File: src/core/nvc_params.svh
// Offsets, field positions, reset values and timing counts of the EEPROM byte access controller.
`ifndef NVC_PARAMS_SVH
`define NVC_PARAMS_SVH

`define NVC_OFS_IRQ_MASK   6'h1a
`define NVC_OFS_IRQ_STAT   6'h1b
`define NVC_OFS_CTRL       6'h1c
`define NVC_OFS_DATA       6'h1d
`define NVC_OFS_ADDR       6'h1e

`define NVC_BIT_READ       0
`define NVC_BIT_STROBE     1
`define NVC_BIT_ARM        2
`define NVC_MODE_LSB       4
`define NVC_MODE_MSB       5

`define NVC_MODE_ATOMIC    2'h0
`define NVC_MODE_ERASE     2'h1
`define NVC_MODE_WRITE     2'h2
`define NVC_MODE_RSVD      2'h3

`define NVC_IRQ_DONE       0
`define NVC_IRQ_REFUSED    1

`define NVC_RST_ADDR       8'h00
`define NVC_RST_DATA       8'h00
`define NVC_RST_MODE       2'h0
`define NVC_RST_IRQ        2'h0
`define NVC_ERASED_BYTE    8'hff

`define NVC_READ_STALL     3'h4
`define NVC_PROG_STALL     3'h2
`define NVC_ARM_WINDOW     3'h4

`define NVC_ERASE_TIME_US  2000
`define NVC_WRITE_TIME_US  2000
`define NVC_OSC_KHZ        8000
`define NVC_ERASE_TICKS    (`NVC_ERASE_TIME_US * `NVC_OSC_KHZ / 1000)
`define NVC_WRITE_TICKS    (`NVC_WRITE_TIME_US * `NVC_OSC_KHZ / 1000)

`define NVC_MEM_BYTES      256

`endif

File: src/core/nvc_pkg.sv
// Types shared by the EEPROM byte access controller files.
package nvc_pkg;

   typedef struct packed {
      logic [5:0] addr;
      logic [7:0] wdata;
      logic       wr;
      logic       rd;
   } nvc_bus_req_s;

   typedef struct packed {
      logic [1:0] mode;
      logic [7:0] addr;
      logic [7:0] data;
   } nvc_op_s;

   typedef enum logic [1:0] {
      NVC_IDLE,
      NVC_ERASE,
      NVC_WRITE
   } nvc_state_e;

endpackage

File: src/core/nvc_prog_engine.sv
// Programming engine with the byte array, timed by the calibrated oscillator tick.
`timescale 1ns/10ps
`include "nvc_params.svh"
module nvc_prog_engine #(
   parameter int unsigned          CNT_W       = 16,
   parameter logic [CNT_W-1:0]     ERASE_TICKS = CNT_W'(`NVC_ERASE_TICKS),
   parameter logic [CNT_W-1:0]     WRITE_TICKS = CNT_W'(`NVC_WRITE_TICKS),
   parameter int unsigned          MEM_BYTES   = `NVC_MEM_BYTES
) (
   input  wire logic               clk_sys,
   input  wire logic               npor,
   input  wire logic               tick,
   input  wire logic               start,
   input  wire nvc_pkg::nvc_op_s   op,
   input  wire logic [7:0]         rd_addr,
   output logic [7:0]              rd_data,
   output logic                    busy,
   output logic                    done
);
   import nvc_pkg::*;

   nvc_state_e           state;
   nvc_state_e           next_state;
   nvc_op_s              cur;
   logic [CNT_W-1:0]     cnt;
   logic [CNT_W-1:0]     next_cnt;
   logic [7:0]           mem [MEM_BYTES];

   // Only oscillator ticks advance the phase counter, so CPU clock changes do not alter program time.
   wire phase_end = tick && (cnt == CNT_W'(1));
   wire erase_fin = (state == NVC_ERASE) && phase_end;
   wire write_fin = (state == NVC_WRITE) && phase_end;
   wire op_fin    = write_fin || (erase_fin && cur.mode == `NVC_MODE_ERASE);

   assign rd_data = mem[rd_addr];

   always_comb begin
      next_state = state;
      next_cnt   = cnt;
      case (state)
         NVC_IDLE: begin
            if (start && op.mode == `NVC_MODE_WRITE) begin
               next_state = NVC_WRITE;
               next_cnt   = WRITE_TICKS;
            end else if (start) begin
               next_state = NVC_ERASE;
               next_cnt   = ERASE_TICKS;
            end
         end
         NVC_ERASE: begin
            if (phase_end && cur.mode == `NVC_MODE_ATOMIC) begin
               next_state = NVC_WRITE;
               next_cnt   = WRITE_TICKS;
            end else if (phase_end) begin
               next_state = NVC_IDLE;
            end else if (tick) begin
               next_cnt = cnt - CNT_W'(1);
            end
         end
         NVC_WRITE: begin
            if (phase_end) begin
               next_state = NVC_IDLE;
            end else if (tick) begin
               next_cnt = cnt - CNT_W'(1);
            end
         end
         default: next_state = NVC_IDLE;
      endcase
   end

   // Powered by its own reset so that a CPU reset cannot cut a byte short.
   always_ff @(posedge clk_sys or negedge npor) begin
      if (!npor) begin
         state <= NVC_IDLE;
         cnt   <= '0;
         cur   <= '0;
         busy  <= 1'b0;
         done  <= 1'b0;
      end else begin
         state <= next_state;
         cnt   <= next_cnt;
         busy  <= (next_state != NVC_IDLE);
         done  <= op_fin;
         if (state == NVC_IDLE && start) begin
            cur <= op;
         end
      end
   end

   // A write only clears bits, so an unerased byte ends up as the AND of old and new.
   always_ff @(posedge clk_sys) begin
      if (erase_fin) begin
         mem[cur.addr] <= `NVC_ERASED_BYTE;
      end else if (write_fin) begin
         mem[cur.addr] <= mem[cur.addr] & cur.data;
      end
   end
endmodule // nvc_prog_engine

File: src/core/nvc_eeprom_ctrl.sv
// EEPROM byte access controller top: register port, arming window, CPU stalls and interrupt.
//
// The plain strobed port and the register offsets are this design's own decisions.
`timescale 1ns/10ps
`include "nvc_params.svh"
// Notes on behaviour
// A started read holds the CPU stall output for four clock cycles.
// A started programming operation holds the CPU stall output for two cycles.
// Mode zero plus strobe inside the arm window erases then writes the byte.
// Mode one plus armed strobe erases the addressed byte only.
// Mode two plus armed strobe writes the data register into the byte.
// Strobe bit reads set through an atomic operation, clears when it finishes.
// Strobe bit reads set through an erase-only operation, clears at its end.
// While programming, further reads, erases and writes are refused.
// Software loads address and data before an atomic or write-only start.
// Software loads the address before an erase-only start.
// Software erases a byte before writing it in split mode.
// Erase and write durations count calibrated oscillator ticks, not CPU cycles.
// The data space is 256 linear bytes, accessed one byte at a time.
// Address, data and control registers sit in the I/O register space.
// Software keeps interrupts off between arming and strobing.
// Setting the read strobe copies the addressed byte into the data register.
// A programming operation in progress survives a CPU reset and completes.
// The arm bit clears four cycles after being set; later strobes do nothing.
// Software waits for the strobe bit to clear before changing setup.
module nvc_eeprom_ctrl #(
   parameter int unsigned          CNT_W       = 16,
   parameter logic [CNT_W-1:0]     ERASE_TICKS = CNT_W'(`NVC_ERASE_TICKS),
   parameter logic [CNT_W-1:0]     WRITE_TICKS = CNT_W'(`NVC_WRITE_TICKS),
   parameter int unsigned          MEM_BYTES   = `NVC_MEM_BYTES
) (
   input  wire logic                  clk_sys,
   input  wire logic                  nrst,
   input  wire logic                  npor,
   input  wire logic                  cal_osc,
   input  wire nvc_pkg::nvc_bus_req_s bus_req,
   output logic [7:0]                 bus_rdata,
   output logic                       cpu_stall,
   output logic                       irq
);
   import nvc_pkg::*;

   function automatic logic [2:0] nvc_max3(input logic [2:0] a, input logic [2:0] b);
      nvc_max3 = (a > b) ? a : b;
   endfunction

   function automatic logic [2:0] nvc_dec3(input logic [2:0] a);
      nvc_dec3 = (a != 3'h0) ? a - 3'h1 : 3'h0;
   endfunction

   logic              osc_meta;
   logic              osc_sync;
   logic              osc_prev;
   logic [7:0]        nv_address_low;
   logic [7:0]        nv_data_register;
   logic [1:0]        program_mode_field;
   logic              program_arm;
   logic [2:0]        arm_cnt;
   logic [2:0]        stall_cnt;
   logic [1:0]        irq_status;
   logic [1:0]        irq_mask;
   logic              busy;
   logic              eng_done;
   logic [7:0]        eng_rd_data;
   nvc_op_s           eng_op;

   // The oscillator edge is only looked at after two flops, so its phase to clk_sys does not matter.
   wire osc_tick = osc_sync && !osc_prev;

   // Address decode of the I/O register window.
   wire sel_ctrl  = (bus_req.addr == `NVC_OFS_CTRL);
   wire sel_data  = (bus_req.addr == `NVC_OFS_DATA);
   wire sel_addr  = (bus_req.addr == `NVC_OFS_ADDR);
   wire sel_stat  = (bus_req.addr == `NVC_OFS_IRQ_STAT);
   wire sel_mask  = (bus_req.addr == `NVC_OFS_IRQ_MASK);
   wire wr_ctrl   = bus_req.wr && sel_ctrl;
   wire wr_data   = bus_req.wr && sel_data;
   wire wr_addr   = bus_req.wr && sel_addr;
   wire wr_stat   = bus_req.wr && sel_stat;
   wire wr_mask   = bus_req.wr && sel_mask;

   wire       want_read  = wr_ctrl && bus_req.wdata[`NVC_BIT_READ];
   wire       want_prog  = wr_ctrl && bus_req.wdata[`NVC_BIT_STROBE] && program_arm;
   wire       mode_legal = (program_mode_field != `NVC_MODE_RSVD);
   wire       prog_start = want_prog && !busy && mode_legal;
   wire       rd_start   = want_read && !busy && !prog_start;
   wire       refused    = (want_read || want_prog) && busy;
   wire       set_arm    = wr_ctrl && bus_req.wdata[`NVC_BIT_ARM] && !busy;
   wire [1:0] new_mode   = bus_req.wdata[`NVC_MODE_MSB:`NVC_MODE_LSB];

   // A reload never shortens a stall that is already running.
   wire [2:0] stall_dec      = nvc_dec3(stall_cnt);
   wire [2:0] next_stall_cnt = rd_start   ? nvc_max3(stall_dec, `NVC_READ_STALL) :
                               prog_start ? nvc_max3(stall_dec, `NVC_PROG_STALL) :
                               stall_dec;

   // The window closes early once a strobe has used it, so one arming gives one start.
   wire [2:0] next_arm_cnt = set_arm    ? `NVC_ARM_WINDOW :
                             prog_start ? 3'h0 :
                             nvc_dec3(arm_cnt);

   wire [1:0] events          = {refused, eng_done};
   wire [1:0] stat_clear      = wr_stat ? bus_req.wdata[1:0] : 2'h0;
   // Set wins over a write-one-to-clear landing in the same cycle.
   wire [1:0] next_irq_status = (irq_status & ~stat_clear) | events;

   wire [7:0] ctrl_view = {2'h0, program_mode_field, 1'b0, program_arm, busy, 1'b0};
   wire [7:0] rd_mux    = sel_ctrl ? ctrl_view :
                          sel_data ? nv_data_register :
                          sel_addr ? nv_address_low :
                          sel_stat ? {6'h00, irq_status} :
                          sel_mask ? {6'h00, irq_mask} :
                          8'h00;
   wire [7:0] next_rdata = bus_req.rd ? rd_mux : 8'h00;

   assign eng_op = '{mode: program_mode_field, addr: nv_address_low, data: nv_data_register};

   always_ff @(posedge clk_sys or negedge npor) begin
      if (!npor) begin
         osc_meta <= 1'b0;
         osc_sync <= 1'b0;
         osc_prev <= 1'b0;
      end else begin
         osc_meta <= cal_osc;
         osc_sync <= osc_meta;
         osc_prev <= osc_sync;
      end
   end

   always_ff @(posedge clk_sys or negedge nrst) begin
      if (!nrst) begin
         nv_address_low <= `NVC_RST_ADDR;
      end else if (wr_addr) begin
         nv_address_low <= bus_req.wdata;
      end
   end

   always_ff @(posedge clk_sys or negedge nrst) begin
      if (!nrst) begin
         nv_data_register <= `NVC_RST_DATA;
      end else if (rd_start) begin
         nv_data_register <= eng_rd_data;
      end else if (wr_data) begin
         nv_data_register <= bus_req.wdata;
      end
   end

   // Mode writes during programming are dropped instead of corrupting the running operation.
   always_ff @(posedge clk_sys or negedge nrst) begin
      if (!nrst) begin
         program_mode_field <= `NVC_RST_MODE;
      end else if (wr_ctrl && !busy) begin
         program_mode_field <= new_mode;
      end
   end

   always_ff @(posedge clk_sys or negedge nrst) begin
      if (!nrst) begin
         arm_cnt     <= 3'h0;
         program_arm <= 1'b0;
      end else begin
         arm_cnt     <= next_arm_cnt;
         program_arm <= (next_arm_cnt != 3'h0);
      end
   end

   always_ff @(posedge clk_sys or negedge nrst) begin
      if (!nrst) begin
         stall_cnt <= 3'h0;
         cpu_stall <= 1'b0;
      end else begin
         stall_cnt <= next_stall_cnt;
         cpu_stall <= (next_stall_cnt != 3'h0);
      end
   end

   always_ff @(posedge clk_sys or negedge nrst) begin
      if (!nrst) begin
         irq_status <= `NVC_RST_IRQ;
         irq_mask   <= `NVC_RST_IRQ;
         irq        <= 1'b0;
         bus_rdata  <= 8'h00;
      end else begin
         irq_status <= next_irq_status;
         if (wr_mask) begin
            irq_mask <= bus_req.wdata[1:0];
         end
         irq        <= |(next_irq_status & (wr_mask ? bus_req.wdata[1:0] : irq_mask));
         bus_rdata  <= next_rdata;
      end
   end

   nvc_prog_engine #(
      .CNT_W       (CNT_W),
      .ERASE_TICKS (ERASE_TICKS),
      .WRITE_TICKS (WRITE_TICKS),
      .MEM_BYTES   (MEM_BYTES)
   ) u_engine (
      .clk_sys (clk_sys),
      .npor    (npor),
      .tick    (osc_tick),
      .start   (prog_start),
      .op      (eng_op),
      .rd_addr (nv_address_low),
      .rd_data (eng_rd_data),
      .busy    (busy),
      .done    (eng_done)
   );
endmodule // nvc_eeprom_ctrl

File: config.mk
export PLATFORM = sky130hd
export DESIGN_NAME = nvc_eeprom_ctrl
export DESIGN_NICKNAME = d
export VERILOG_FILES = /design/src/core/nvc_pkg.sv /design/src/core/nvc_prog_engine.sv /design/src/core/nvc_eeprom_ctrl.sv
export VERILOG_INCLUDE_DIRS = /design/src /design/src/core
export SDC_FILE = /design/constraint.sdc
export NUM_CORES = 2
export LEC_CHECK = 0
export BUFFER_PORTS_ARGS = -buffer_cell sky130_fd_sc_hd__buf_2
export CAP_MARGIN = 40
export CORE_MARGIN = 4
export CORE_UTILIZATION = 30
export DETAILED_ROUTE_END_ITERATION = 16
export SYNTH_ARGS = -nofsm -noshare
export SYNTH_HDL_FRONTEND = slang
export SYNTH_SLANG_ARGS = --single-unit
export TNS_END_PERCENT = 30
File: constraint.sdc
create_clock -name clk_sys -period 25.4 [get_ports clk_sys]
set_input_delay 7.62 -clock clk_sys [delete_from_list [all_inputs] [get_ports clk_sys]]
set_output_delay 7.62 -clock clk_sys [all_outputs]
set_load 0.01 [all_outputs]
==> results.tsv <==
stage	metric	value	unit
synth	Cells after Synth	5261	
synth	Synthesis Warnings	0	
power_and_ir_drop	Flop pwr share	0.504	
routing	vias	60944	
clock_tree	clk root buf	clkbuf_16	
critical_path	critical-path cell list	buf_2 > nand4b_1 > nor4b_2 > nand2_1 > a211oi_1 > and4b_1 > xnor2_1 > nor2_1	
critical_path	WS Path Type	input pin to register	
power_and_ir_drop	Int Power	5.80	mW
power_and_ir_drop	Net Sw Frac	0.236	
sta	Setup TNS	0	ps
outcome	status	completed	
die	core area	330000	um2
finish	Multi-input gate area	34300	um2
routing	Final ANT Viol Nets	0	
synth	syn avg cell area	18.9	um2
clock_tree	setup bufs post-CTS	0	
run	Max Cap Violations	0	
sta	Final Critical Period	9380	ps
routing	TritonRoute pass-1 iters	7	
power_and_ir_drop	combinational cell fraction of total power	0.067	
critical_path	CP Max Fanout	9	
synth	top-area cell type share of the netlist area	0.618	
grt	largest net degree at the start of global routing	257	
power_and_ir_drop	switching power	1.79	mW
finish	# fillers	30569	
sta	Slew @ Worst Pin	1270	ps
placed_design	Area after DPL	107000	um2
synth	top_reg_cell synth	edfxtp_1	
sta	hold slack final	362	ps
placed_design	detailed placer's ending HPWL	235000	um
sta	achievable frequency	0.107	GHz
finish	Final #Nets	5567	
clock_tree	Reg clk slew, reported paths	60	ps
die	Die H	584	um
routing	total wire length	350000	um
clock_tree	number of CTS-inserted buffers	219	
critical_path	Critical Path Sink Type	register	
synth	sequential share of the synthesized area	0.639	
critical_path	WP data required	26160	ps
clock_tree	H-tree Lvls	4	
sta	Fin. Hold Viols	0	
clock_tree	CTS tree	built	
min_path	min-delay worst type	register to register	
sta	# setup viols final	0	
grt	initial antenna violation count	21	
die	Initial Util	0.301	
grt	GRT overflow	0	
synth	EDFF count, synth	2048	
critical_path	slowest CP cell	nor4b_2	
synth	Commonest cells post-synth	2048 x edfxtp_1, 1043 x mux4_2, 378 x nor2_1	
synth	top-count cell post-synth	edfxtp_1	
power_and_ir_drop	PD cells	66.2	nW/um2
synth	area leader, netlist	edfxtp_1	
placed_design	I/O Buffers	29	
die	Core Rows	211	
critical_path	CP peak stage delay	680	ps
synth	main area contributors after synthesis	edfxtp_1 62%, mux4_2 24%, dfrtp_1 2.0%	
die	die area	341000	um2
critical_path	CP startpoint kind	input pin	
synth	Synth async-reset ratio	0.0376	
finish	FF+latch area	63500	um2
grt	global-route wire length before repair	483000	um
finish	layout cells sized above 1	0.345	
die	Chip Width	584	um
sta	RSZ-0062 raised after global routing	false	
synth	Synthesized Nets	5290	
placed_design	GPL Wtd Cong	0.950	
sta	final number of max-transition violations	0	
clock_tree	Bufs on Longest Clock Path	3	
clock_tree	Post-CTS Hold Buffers	0	
die	I/O Pins	30	
grt	Total GRT Usage	0.200	
power_and_ir_drop	Leak	40.4	nW
clock_tree	# resized after CTS	0	
routing	Vias/cell	6.03	
critical_path	CP arrival	10140	ps
clock_tree	Clock Sinks	2128	
finish	area grow syn2layout	15.3	%
synth	synth unique cells	81	
critical_path	flop2flop setup slack	17890	ps
synth	#FFs+latches synth	2128	
clock_tree	clk_lat worst skew	890	ps
sta	fin crit share	0.369	
power_and_ir_drop	maximum VDD drop	0.0644	mV
grt	number of global-route vias before repair	59435	
routing	Residual DRC	0	
sta	Relative slew margins	0.153	
power_and_ir_drop	clock network power share	0.429	
routing	drt first-iter violations	9995	
routing	DR WL/cell	34.6	um
sta	clock skew	65.6	ps
finish	Final Instance Area	115000	um2
synth	Post-Syn Area	99400	um2
[metrics by stage]
stage / instances / setup slack, ps / utilization / power [mW]
CTS: 10079 / 16080 / 0.347 / 7.61
detailed placement: 9675 / 15120 / 0.325 / 4.39
finish: 10102 / 16020 / 0.347 / 7.59
global placement: 9418 / 15200 / 0.318 / 4.39
global route: 10092 / 15760 / 0.347 / 7.79
floorplan: 5261 / 11090 / - / 4.19
[cell usage in the layout (no fill, tap or decap), drive strengths merged, types with 41 or more instances in the layout]
master  netlist  layout
a211oi       48      48
a21oi       100     100
a22oi        73      73
buf         228     460
clkbuf      178     276
clkinv        2      97
dfrtp        80      80
edfxtp     2048    2048
mux2         81      81
mux2i       170     170
mux4       1043    1043
nand2       155     155
nand3        49      49
nor2        379     379
nor2b        41      41
nor3         43      43
o21ai        54      54
o22ai        94      94
[path summary, 6_finish.rpt]
path | startpoint | end | cells after the start
max | bus_req[15] | u_engine.cnt[6]$_DFFE_PN0P_ | 8
min | osc_meta$_DFF_PN0_ | osc_sync$_DFF_PN0_ | 0
max reg2reg | u_engine.cur[9]$_DFFE_PN0P_ | u_engine.mem[65][4]$_DFFE_PP_ | 14
min reg2reg | osc_meta$_DFF_PN0_ | osc_sync$_DFF_PN0_ | 0
max in group asynchronous | npor | u_engine.cur[8]$_DFFE_PN0P_ | 2
min in group asynchronous | nrst | irq$_DFF_PN0_ | 1
[cell type report]
cell class | instances | share of cell area
clock inverters | 128 | 0.0120
diodes | 15 | 0.000327
multi-input cells | 2700 | 0.299
inverters | 27 | 0.000971
well taps | 4366 | 0.0476
repair buffers | 462 | 0.0352
clock buffers | 276 | 0.0506
flip-flops and latches | 2128 | 0.554
[cells by family after synthesis]
kind of cell / Yosys count / share of synthesized area
xor+xnor: 6 / 0.000528
mux: 1294 / 0.263
simple gates: 815 / 0.0378
buf+inv: 433 / 0.0191
flops: 2128 / 0.639
compound gates: 576 / 0.0404
fa+ha+maj: 9 / 0.00113
[flip-flops by register name, summed over array words and instances (netlist names), 3 cells and up]
signal	count
arm_cnt	3
nv_address_low	8
u_engine.mem	2048
nv_data_register	8
stall_cnt	3
u_engine.cnt	16
u_engine.cur	18
bus_rdata	8
[layer usage]
metal  part of all wire  global-route usage
met5            0.00091             0.00184
met4              0.055              0.0933
met3               0.13              0.0649
met2               0.45               0.305
met1               0.36               0.260
[power groups by stage]
stage / Clock, mW / Combinational, mW / Sequential [mW]
floorplan: 0 / 0.307 / 3.88
global placement: 0 / 0.487 / 3.90
detailed placement: 0 / 0.492 / 3.90
CTS: 3.29 / 0.493 / 3.83
global route: 3.45 / 0.516 / 3.83
finish: 3.26 / 0.508 / 3.83
[worst max-delay path: cells and delay by family]
kind            cells  cell delay [ps]
compound gates      1              620
simple gates        5             1680
xor+xnor            1              120
buf+inv             1              100
No activity file was read; power rests on OpenSTA's default activity.
